### src/common/motor_run_pkg.sv
// Package of constants for the motor run parameter logic
// Behaviour
// - Softening filter: none, first, second; default none
// - Active filter smooths ramps, stretching durations
// - Three stop modes, first default, after stop
// - Direction polarity fixes forward/run-direction rotation
// - Two-wire or three-wire input mode, three default
// - Speed-reached high within width of command
// - Width 1 to 400 r/min, default 200, immediate
// - Load holding gives standstill torque when enabled
// - Holding force once shaft displaced about 15 degrees
// - Limit of minus one follows operation data
// - Holding torque clamped to at most 50 percent
// - Limit 0 to 50 applied directly
// - Alarm or power loss drops holding force
// - Holding may lengthen time to standstill
// - Updates: immediate, after stop, after configuration
package motor_run_pkg;
  localparam logic [3:0] ADDR_FILTER = 4'h0;
  localparam logic [3:0] ADDR_STOP_MODE = 4'h1;
  localparam logic [3:0] ADDR_DIRECTION = 4'h2;
  localparam logic [3:0] ADDR_INPUT_MODE = 4'h3;
  localparam logic [3:0] ADDR_WIDTH = 4'h4;
  localparam logic [3:0] ADDR_HOLD_EN = 4'h5;
  localparam logic [3:0] ADDR_HOLD_LIMIT = 4'h6;
  localparam logic [3:0] ADDR_CONFIG = 4'h7;
  localparam logic [3:0] ADDR_STATUS = 4'h8;
  localparam logic [3:0] ADDR_INT_STATUS = 4'h9;
  localparam logic [3:0] ADDR_INT_MASK = 4'ha;
  localparam logic [3:0] ADDR_ACTIVE = 4'hb;
  localparam logic [1:0] FILTER_NONE = 2'h0;
  localparam logic [1:0] FILTER_ONE = 2'h1;
  localparam logic [1:0] FILTER_TWO = 2'h2;
  localparam logic [1:0] STOP_MODE_1 = 2'h0;
  localparam logic [1:0] STOP_MODE_3 = 2'h2;
  localparam logic DIR_POS_CW = 1'b0;
  localparam logic MODE_3WIRE = 1'b1;
  localparam logic [8:0] WIDTH_MIN = 9'h001;
  localparam logic [8:0] WIDTH_MAX = 9'h190;
  localparam logic [8:0] WIDTH_RESET = 9'h0c8;
  localparam logic signed [7:0] HOLD_FOLLOW = -8'sd1;
  localparam logic [7:0] HOLD_CAP = 8'h32;
  localparam logic [7:0] HOLD_ANGLE = 8'h0f;
  localparam int INT_SPEED_REACHED = 0;
  localparam int INT_HOLD_LOST = 1;
  localparam int INT_CONFIG_DONE = 2;
  localparam int RAMP_SHIFT_ONE = 2;
  localparam int RAMP_SHIFT_TWO = 4;
  typedef enum logic [1:0] {
    RUN_STOPPED = 2'b01,
    RUN_MOVING = 2'b10
  } run_state_t;
endpackage : motor_run_pkg

### src/motor_run_logic.sv
// Run, direction, speed-reached and load holding logic of the motor driver
module motor_run_logic
  import motor_run_pkg::*;
#(
  parameter int SPEED_W = 16
) (
  input wire logic i_clock,
  input wire logic i_sys_rst,
  input wire logic [3:0] i_addr,
  input wire logic [15:0] i_wdata,
  input wire logic i_wr,
  input wire logic i_rd,
  output logic [15:0] o_rdata,
  input wire logic i_update,
  input wire logic i_forward_run_input,
  input wire logic i_reverse_run_input,
  input wire logic i_run_direction_input,
  input wire logic i_start_input,
  input wire logic i_stop_input,
  input wire logic i_alarm,
  input wire logic i_power_ok,
  input wire logic signed [SPEED_W-1:0] i_measured_speed,
  input wire logic [SPEED_W-1:0] i_set_speed,
  input wire logic [7:0] i_data_torque_limit,
  input wire logic signed [7:0] i_shaft_offset,
  output logic signed [SPEED_W-1:0] o_speed_command,
  output logic o_run,
  output logic o_dir_cw,
  output logic [1:0] o_stop_mode,
  output logic o_speed_reached_output,
  output logic o_hold_active,
  output logic [7:0] o_hold_torque_limit,
  output logic o_irq
);
  function automatic logic [SPEED_W-1:0] abs_val(input logic signed [SPEED_W-1:0] v);
    abs_val = v[SPEED_W-1] ? SPEED_W'(-v) : SPEED_W'(v);
  endfunction : abs_val

  // Pin synchronisers
  logic [6:0] sync1_q;
  logic [6:0] sync2_q;
  always_ff @(posedge i_clock) begin
    if (i_sys_rst) begin
      sync1_q <= '0;
      sync2_q <= '0;
    end else begin
      sync1_q <= {i_power_ok, i_alarm, i_stop_input, i_start_input,
                  i_run_direction_input, i_reverse_run_input, i_forward_run_input};
      sync2_q <= sync1_q;
    end
  end
  logic fwd_s, rev_s, rdir_s, start_s, stop_s, alarm_s, power_s;
  assign {power_s, alarm_s, stop_s, start_s, rdir_s, rev_s, fwd_s} = sync2_q;

  // Pending settings and applied copies
  logic [1:0] filter_p_q, filter_q;
  logic [1:0] stop_p_q, stop_q;
  logic dir_p_q, dir_q;
  logic mode_p_q, mode_q;
  logic hold_en_p_q, hold_en_q;
  logic [8:0] width_q;
  logic signed [7:0] hold_lim_q;
  logic [2:0] int_status_q, int_mask_q;
  logic config_pulse;
  run_state_t state_q;
  logic stopped;
  assign stopped = (state_q == RUN_STOPPED);
  assign config_pulse = i_wr && i_addr == ADDR_CONFIG && i_wdata[0];

  always_ff @(posedge i_clock) begin
    if (i_sys_rst) begin
      filter_p_q <= FILTER_NONE;
      stop_p_q <= STOP_MODE_1;
      dir_p_q <= DIR_POS_CW;
      mode_p_q <= MODE_3WIRE;
      hold_en_p_q <= 1'b0;
      width_q <= WIDTH_RESET;
      hold_lim_q <= HOLD_FOLLOW;
      int_mask_q <= '0;
    end else if (i_wr) begin
      unique case (i_addr)
        ADDR_FILTER: if (i_wdata[1:0] <= FILTER_TWO) filter_p_q <= i_wdata[1:0];
        ADDR_STOP_MODE: if (i_wdata[1:0] <= STOP_MODE_3) stop_p_q <= i_wdata[1:0];
        ADDR_DIRECTION: dir_p_q <= i_wdata[0];
        ADDR_INPUT_MODE: mode_p_q <= i_wdata[0];
        ADDR_HOLD_EN: hold_en_p_q <= i_wdata[0];
        ADDR_WIDTH: begin
          // Out-of-range widths are ignored, not clamped
          if (i_wdata[8:0] >= WIDTH_MIN && i_wdata[8:0] <= WIDTH_MAX && i_wdata[15:9] == '0)
            width_q <= i_wdata[8:0];
        end
        ADDR_HOLD_LIMIT: begin
          if ($signed(i_wdata[7:0]) >= HOLD_FOLLOW && $signed(i_wdata[7:0]) <= $signed(HOLD_CAP))
            hold_lim_q <= i_wdata[7:0];
        end
        ADDR_INT_MASK: int_mask_q <= i_wdata[2:0];
        default: ;
      endcase
    end
  end

  // Update class B applies at stop, class C on configuration
  always_ff @(posedge i_clock) begin
    if (i_sys_rst) begin
      filter_q <= FILTER_NONE;
      stop_q <= STOP_MODE_1;
    end else if (stopped) begin
      filter_q <= filter_p_q;
      stop_q <= stop_p_q;
    end
  end

  always_ff @(posedge i_clock) begin
    if (i_sys_rst) begin
      dir_q <= DIR_POS_CW;
      mode_q <= MODE_3WIRE;
      hold_en_q <= 1'b0;
    end else if (config_pulse) begin
      dir_q <= dir_p_q;
      mode_q <= mode_p_q;
      hold_en_q <= hold_en_p_q;
    end
  end

  // Input decoding
  logic run_req, run_positive;
  logic run3_q;
  always_ff @(posedge i_clock) begin
    if (i_sys_rst) begin
      run3_q <= 1'b0;
    end else if (stop_s) begin
      run3_q <= 1'b0;
    end else if (start_s) begin
      run3_q <= 1'b1;
    end
  end

  always_comb begin
    if (mode_q == MODE_3WIRE) begin
      run_req = run3_q;
      run_positive = rdir_s;
    end else begin
      // Both inputs on counts as stop in 2-wire mode
      run_req = fwd_s ^ rev_s;
      run_positive = fwd_s;
    end
  end

  logic dir_cw_d;
  assign dir_cw_d = (dir_q == DIR_POS_CW) ? run_positive : !run_positive;

  logic signed [SPEED_W-1:0] target;
  logic signed [SPEED_W-1:0] smoothed;
  assign target = (run_req && !alarm_s && power_s) ?
                  (dir_cw_d ? $signed(i_set_speed) : -$signed(i_set_speed)) : '0;

  ramp_soften #(
    .WIDTH(SPEED_W)
  ) u_soften (
    .i_clock(i_clock),
    .i_sys_rst(i_sys_rst),
    .i_update(i_update),
    .i_filter(filter_q),
    .i_target(target),
    .o_smoothed(smoothed)
  );

  always_ff @(posedge i_clock) begin
    if (i_sys_rst) begin
      state_q <= RUN_STOPPED;
    end else begin
      unique case (state_q)
        RUN_STOPPED: if (run_req) state_q <= RUN_MOVING;
        RUN_MOVING: if (!run_req && smoothed == '0) state_q <= RUN_STOPPED;
      endcase
    end
  end

  // Speed-reached compare
  logic reached_q;
  logic [SPEED_W-1:0] err;
  assign err = abs_val(i_measured_speed - smoothed);
  always_ff @(posedge i_clock) begin
    if (i_sys_rst) begin
      reached_q <= 1'b0;
    end else if (i_update) begin
      reached_q <= run_req && (err <= SPEED_W'(width_q));
    end
  end

  // Load holding
  logic hold_q;
  logic [7:0] hold_tq_q;
  logic [7:0] lim_src;
  logic [7:0] offs_abs;
  assign lim_src = (hold_lim_q == HOLD_FOLLOW) ? i_data_torque_limit : hold_lim_q;
  assign offs_abs = i_shaft_offset[7] ? 8'(-i_shaft_offset) : 8'(i_shaft_offset);
  always_ff @(posedge i_clock) begin
    if (i_sys_rst) begin
      hold_q <= 1'b0;
      hold_tq_q <= '0;
    end else begin
      // Holding extends settle time; standstill judged from ramp only
      hold_q <= hold_en_q && stopped && !alarm_s && power_s;
      if (hold_en_q && stopped && !alarm_s && power_s && offs_abs >= HOLD_ANGLE) begin
        hold_tq_q <= (lim_src > HOLD_CAP) ? HOLD_CAP : lim_src;
      end else begin
        hold_tq_q <= '0;
      end
    end
  end

  // Outputs and interrupts
  logic reached_out_q, hold_out_q;
  always_ff @(posedge i_clock) begin
    if (i_sys_rst) begin
      o_speed_command <= '0;
      o_run <= 1'b0;
      o_dir_cw <= 1'b1;
      o_stop_mode <= STOP_MODE_1;
      reached_out_q <= 1'b0;
      hold_out_q <= 1'b0;
    end else begin
      o_speed_command <= smoothed;
      o_run <= !stopped;
      o_dir_cw <= dir_cw_d;
      o_stop_mode <= stop_q;
      reached_out_q <= reached_q;
      hold_out_q <= hold_q;
    end
  end
  assign o_speed_reached_output = reached_out_q;
  assign o_hold_active = hold_out_q;
  assign o_hold_torque_limit = hold_tq_q;

  logic [2:0] events;
  assign events = {config_pulse, hold_out_q && !hold_q, reached_q && !reached_out_q};
  always_ff @(posedge i_clock) begin
    if (i_sys_rst) begin
      int_status_q <= '0;
    end else begin
      // Set wins over a same-cycle clear
      int_status_q <= (int_status_q & ~((i_wr && i_addr == ADDR_INT_STATUS) ?
                       i_wdata[2:0] : 3'h0)) | events;
    end
  end
  always_ff @(posedge i_clock) begin
    if (i_sys_rst) begin
      o_irq <= 1'b0;
    end else begin
      o_irq <= |(int_status_q & int_mask_q);
    end
  end

  // Register read port
  always_ff @(posedge i_clock) begin
    if (i_sys_rst) begin
      o_rdata <= '0;
    end else if (i_rd) begin
      unique case (i_addr)
        ADDR_FILTER: o_rdata <= {14'h0, filter_p_q};
        ADDR_STOP_MODE: o_rdata <= {14'h0, stop_p_q};
        ADDR_DIRECTION: o_rdata <= {15'h0, dir_p_q};
        ADDR_INPUT_MODE: o_rdata <= {15'h0, mode_p_q};
        ADDR_WIDTH: o_rdata <= {7'h0, width_q};
        ADDR_HOLD_EN: o_rdata <= {15'h0, hold_en_p_q};
        ADDR_HOLD_LIMIT: o_rdata <= {{8{hold_lim_q[7]}}, hold_lim_q};
        ADDR_STATUS: o_rdata <= {12'h0, hold_q, reached_q, dir_cw_d, !stopped};
        ADDR_INT_STATUS: o_rdata <= {13'h0, int_status_q};
        ADDR_INT_MASK: o_rdata <= {13'h0, int_mask_q};
        ADDR_ACTIVE: o_rdata <= {10'h0, hold_en_q, mode_q, dir_q, stop_q, filter_q[0]};
        default: o_rdata <= '0;
      endcase
    end else begin
      o_rdata <= '0;
    end
  end
endmodule : motor_run_logic

### src/ramp_soften.sv
// First-order smoothing of the commanded speed ramp
module ramp_soften
  import motor_run_pkg::*;
#(
  parameter int WIDTH = 16
) (
  input wire logic i_clock,
  input wire logic i_sys_rst,
  input wire logic i_update,
  input wire logic [1:0] i_filter,
  input wire logic signed [WIDTH-1:0] i_target,
  output logic signed [WIDTH-1:0] o_smoothed
);
  logic signed [WIDTH+3:0] acc_q;
  logic signed [WIDTH+3:0] diff;
  logic signed [WIDTH+3:0] step;

  always_comb begin
    diff = {{4{i_target[WIDTH-1]}}, i_target} - acc_q;
    if (i_filter == FILTER_ONE) begin
      step = diff >>> RAMP_SHIFT_ONE;
    end else if (i_filter == FILTER_TWO) begin
      step = diff >>> RAMP_SHIFT_TWO;
    end else begin
      step = diff;
    end
    // Never stall short of target on small residuals
    if (step == '0 && diff != '0) begin
      step = diff[WIDTH+3] ? {(WIDTH+4){1'b1}} : (WIDTH+4)'(1);
    end
  end

  always_ff @(posedge i_clock) begin
    if (i_sys_rst) begin
      acc_q <= '0;
    end else if (i_update) begin
      acc_q <= acc_q + step;
    end
  end

  assign o_smoothed = acc_q[WIDTH-1:0];
endmodule : ramp_soften

### config.mk
export PLATFORM = sky130hd
export DESIGN_NAME = motor_run_logic
export DESIGN_NICKNAME = d
export VERILOG_FILES = /design/src/common/motor_run_pkg.sv /design/src/motor_run_logic.sv /design/src/ramp_soften.sv
export SDC_FILE = /design/constraint.sdc
export NUM_CORES = 1
export LEC_CHECK = 0
export ABC_AREA = 1
export BUFFER_PORTS_ARGS = -buffer_cell sky130_fd_sc_hd__buf_4
export CORE_ASPECT_RATIO = 0.8
export CORE_MARGIN = 3
export CORE_UTILIZATION = 45
export CTS_CLUSTER_DIAMETER = 150
export DETAILED_ROUTE_END_ITERATION = 10
export GPL_TIMING_DRIVEN = 0
export PLACE_DENSITY = 0.76
export SYNTH_ARGS = -nofsm -noshare
export SYNTH_HDL_FRONTEND = slang
export SYNTH_SLANG_ARGS = --single-unit
### constraint.sdc
create_clock -name i_clock -period 5.4 [get_ports i_clock]
set_input_delay 0.27 -clock i_clock [delete_from_list [all_inputs] [get_ports i_clock]]
set_output_delay 0.27 -clock i_clock [all_outputs]
set_load 0.1 [all_outputs]
==> Implementation_results.wiki <==
{| class="wikitable"
! Metric !! Value
|-
| Most used standard cells in the synthesized netlist || 360 x sky130_fd_sc_hd__nand2_1, 268 x sky130_fd_sc_hd__inv_1, 182 x sky130_fd_sc_hd__nor2_1, 117 x sky130_fd_sc_hd__dfxtp_1, 103 x sky130_fd_sc_hd__nand3_1
|-
| Remaining max-slew budget at the tightest pin || 52.1%
|-
| Number of vias after detailed routing || 10100
|-
| Crit start category || flop
|-
| Endpoints failing hold || 0
|-
| Sum of net half-perimeters after detailed placement || 23400 um
|-
| Dpl ws || -0.539 ns
|-
| Clock-pin transition on the worst setup and hold timing paths || 0.06 ns
|-
| Synth Flop Type || sky130_fd_sc_hd__dfxtp_1
|-
| Post-synthesis cell count || 1503
|-
| Share of synthesized cell area in full adder, half adder and majority cells || about a tenth
|-
| Via count of the first global-routing pass || 8902
|-
| Buffer type at the clock tree root || sky130_fd_sc_hd__clkbuf_16
|-
| Fraction of met2 tracks used by global routing || a little under two fifths
|-
| TritonCTS sink count || roughly 120
|-
| Sequential-to-total area share from yosys stat || between 20 and 30%
|-
| Standard cell with the maximum stage delay on the critical path || sky130_fd_sc_hd__fa_1
|-
| Clock period minus worst slack || 5.05 ns
|-
| Port Buffer Count || 124
|-
| Post-CTS Hold Fix Bufs || 0
|-
| Die outline width || 166 um
|-
| DRC violation count after routing || 0
|-
| Critical path's most frequent cell || sky130_fd_sc_hd__nand2_1
|-
| Crit path launch || mode_q
|-
| Global-route usage over all layers || 25.1%
|-
| Wire length of the first global-routing pass || between 40000 and 50000 um
|-
| Maximum clock skew at final layout || around 0.014 ns
|-
| R2R setup slack || 0.35 ns
|-
| Fraction of synthesized area in multiplexers || 0%
|-
| Final setup fails || 0
|-
| Global route hottest layer || met1
|-
| Final worst-path setup slack || 0.352 ns
|-
| Slowest cell delay on critical path || 0.41 ns
|-
| Pin count of the biggest net entering global routing || 17
|-
| Post-detailed-route via-to-cell ratio || 5.24
|-
| Met3 routing resource usage after global routing || under 10%
|-
| Count of H-tree levels built during CTS || 4
|-
| Required time of the critical path || 5.76 ns
|-
| Design Area, Final || 0.0113 mm2
|-
| Total Routed Length || 29100 um
|-
| Die Span Y || about 130 um
|-
| Kind of critical path || reg -> reg
|-
| Arrival time of data at the critical path endpoint || 5.41 ns
|-
| P&R area growth vs syn || 22.0%
|-
| Area fraction in compound gates after synthesis || 14.4%
|-
| Initial antenna violation count || 0
|-
| TritonCTS clock tree || yes
|-
| Number of pins exceeding their max-slew limit in the final report || 0
|-
| Dominant combinational cell family by area after synthesis || simple AND/OR/NAND/NOR gates
|-
| Type of the tightest min-delay check || in -> reg
|-
| Count of different cell masters after synthesis || 53
|-
| Number of top-level pins || 127
|-
| Capture instance of the worst register-to-register path || u_soften.acc_q[16]
|-
| Met1 layer usage reported by global route || 37.3%
|-
| Summed instance area of the synthesized netlist || 0.00924 mm2
|-
| Site row count || 46
|-
| Cell type contributing the most total cell area after synthesis || sky130_fd_sc_hd__dfxtp_1
|-
| Run status || finished, final reports clean
|-
| Maximum clock insertion buffer count || 2
|-
| Number of synthesized register bits || 117
|-
| Initial core utilization || between 40 and 50%
|-
| Per-instance average area after synthesis || a little over 6 um2
|-
| Number of flops mapped to enable cells by yosys || 0
|-
| Sum of overflow across all layers after global routing || 0
|-
| Synthesized-area fraction occupied by xor and xnor cells || 2.66%
|-
| Design Power || ~5700 uW
|-
| Post-synth ARST share || 0%
|-
| CP Capture Point || u_soften.acc_q[16]
|-
| Remaining antenna violation count || 0
|-
| Cells taking the most area after synthesis || sky130_fd_sc_hd__dfxtp_1 25%, sky130_fd_sc_hd__nand2_1 15%, sky130_fd_sc_hd__inv_1 11%
|-
| Critical-path maximum fanout || 10
|-
| WL/cell || roughly 15 um
|-
| First-iteration detailed-routing DRC count || 1039
|-
| Nets || 1801
|-
| CTS buffer count || 17
|-
| Power per Cell Area || 509 mW/mm2
|-
| Leakage power total || 0.00596 uW
|-
| Fraction of final layout cells sized beyond drive strength 1 || 14.6%
|-
| Slew at the pin closest to its max-slew limit || between 0.7 and 0.8 ns
|-
| Post-detailed-placement cell area || ~0.011 mm2
|-
| Count of cells along the worst register-to-register path || 37
|-
| Yosys warnings || 0
|-
| Post-route fraction of the period consumed by the critical path || 93.5%
|-
| 1st-pass router iterations || 6
|-
| Most frequent cell after synthesis || sky130_fd_sc_hd__nand2_1
|-
| Fraction of post-synthesis cell area in the top cell type by area || between 20% and 30%
|-
| Core region area || 0.0200 mm2
|-
| Number of max-capacitance violations reported || 0
|-
| ANT cells || 0
|-
| Max VDD drop || 0.292 mV
|-
| Clock latency at the later pin of the worst-skew pair || 0.42 ns
|-
| Endpoint type of the worst setup path || flop
|-
| Max Clock Freq || 198 MHz
|-
| Final RePlAce weighted congestion || 0.943
|-
| Reg-to-reg critical path startpoint || mode_q
|-
| Die footprint || approximately 0.022 mm2
|-
| Post-synthesis share of cell area spent on and, or, nand and nor gates || 35.3%
|}
layout make-up:
type | instances | area (um2)
Sequential cell | 117 | 2340
Fill cell | 1962 | 8700
Timing Repair Buffer | 130 | 976
Inverter | 274 | 1030
Clock buffer | 18 | 439
Tap cell | 264 | 330
Buffer | 28 | 161
Clock inverter | 14 | 190
Multi-Input combinational cell | 1085 | 5800
logic make-up (layout without fill, tap and decap cells):
kind of cell             after synthesis  count (layout)
AND/OR/NAND/NOR                      754             754
buffers and inverters                302             464
AO/OA/AOI/OAI                        233             233
flip-flops                           117             117
adder cells (fa/ha/maj)               68              68
XOR/XNOR                              28              28
other                                  1               2
layer usage:
layer / share of wire, % / wire length, um
met3: 8.8 / 2560
met2: 41 / 11900
met1: 49 / 14200
met4: 1.5 / 432
met5: 0 / 0
worst max-delay path: cells and delay by family (launching register included):
kind	cells	cell delay, ns
AO/OA/AOI/OAI	6	0.83
adder cells (fa/ha/maj)	3	0.95
buffers and inverters	6	0.56
flip-flops	1	0.35
AND/OR/NAND/NOR	22	2.27
timing repair:
action	in CTS	in global routing
pin swaps	2	8
gates resized for setup	13	24
setup buffers	2	4
endpoints found under the hold margin	0	0
setup endpoints to repair	11	8
where the power goes:
group / switching, uW / internal (uW)
Sequential: 62.2 / 963
Combinational: 2310 / 1200
Clock: 449 / 753
Total: 2820 / 2910
sequential cells by signal (all words and copies together) (netlist names), 2 cells and up:
signal	flops
o_stop_mode	2
filter_p_q	2
filter_q	2
sync2_q	7
stop_q	2
sync1_q	7
width_q	9
hold_lim_q	8
int_mask_q	3
state_q	2
stop_p_q	2
int_status_q	3
o_speed_command	16
o_hold_torque_limit	8
u_soften.acc_q	20
o_rdata	10
worst min-delay path by stage:
stage                                   start         end  depth (start not counted)
after floorplan                    sync2_q[4]      run3_q                          1
after global placement             sync2_q[4]      run3_q                          1
after detailed placement           sync2_q[4]      run3_q                          1
after CTS                 i_forward_run_input  sync1_q[0]                          3
after global routing      i_forward_run_input  sync1_q[0]                          3
final                     i_forward_run_input  sync1_q[0]                          3
stage by stage:
stage	hold WS (ns)	instances	util [%]	setup TNS (ns)
floorplan	0.373	1504	-	0
global placement	0.374	1892	52.6	-2.18
detailed placement	0.385	1892	52.6	-2.42
CTS	0.0452	1926	56.0	0
global route	0.0527	1930	56.4	-0.0422
finish	0.0544	1930	56.4	0
layout by cell type (no fill, tap or decap), types with 4 or more instances in the layout:
master	count
sky130_fd_sc_hd__a211oi_1	5
sky130_fd_sc_hd__a21o_1	4
sky130_fd_sc_hd__a21oi_1	86
sky130_fd_sc_hd__a21oi_2	5
sky130_fd_sc_hd__a221oi_1	4
sky130_fd_sc_hd__buf_4	138
sky130_fd_sc_hd__clkbuf_1	12
sky130_fd_sc_hd__clkbuf_16	17
sky130_fd_sc_hd__clkinv_4	4
sky130_fd_sc_hd__dfxtp_1	117
sky130_fd_sc_hd__ha_1	65
sky130_fd_sc_hd__inv_1	264
sky130_fd_sc_hd__inv_2	5
sky130_fd_sc_hd__inv_6	4
sky130_fd_sc_hd__nand2_1	357
sky130_fd_sc_hd__nand2_2	17
sky130_fd_sc_hd__nand3_1	101
sky130_fd_sc_hd__nand3_2	8
sky130_fd_sc_hd__nand3b_1	12
sky130_fd_sc_hd__nand4_1	25
sky130_fd_sc_hd__nor2_1	176
sky130_fd_sc_hd__nor2_2	15
sky130_fd_sc_hd__nor3_1	21
sky130_fd_sc_hd__nor4_1	6
sky130_fd_sc_hd__o211ai_1	12
sky130_fd_sc_hd__o21ai_0	66
sky130_fd_sc_hd__o21ai_1	4
sky130_fd_sc_hd__o21bai_1	6
sky130_fd_sc_hd__o22ai_1	24
sky130_fd_sc_hd__xnor2_1	10
sky130_fd_sc_hd__xor2_1	18
No activity file was read; power rests on OpenSTA's default activity.
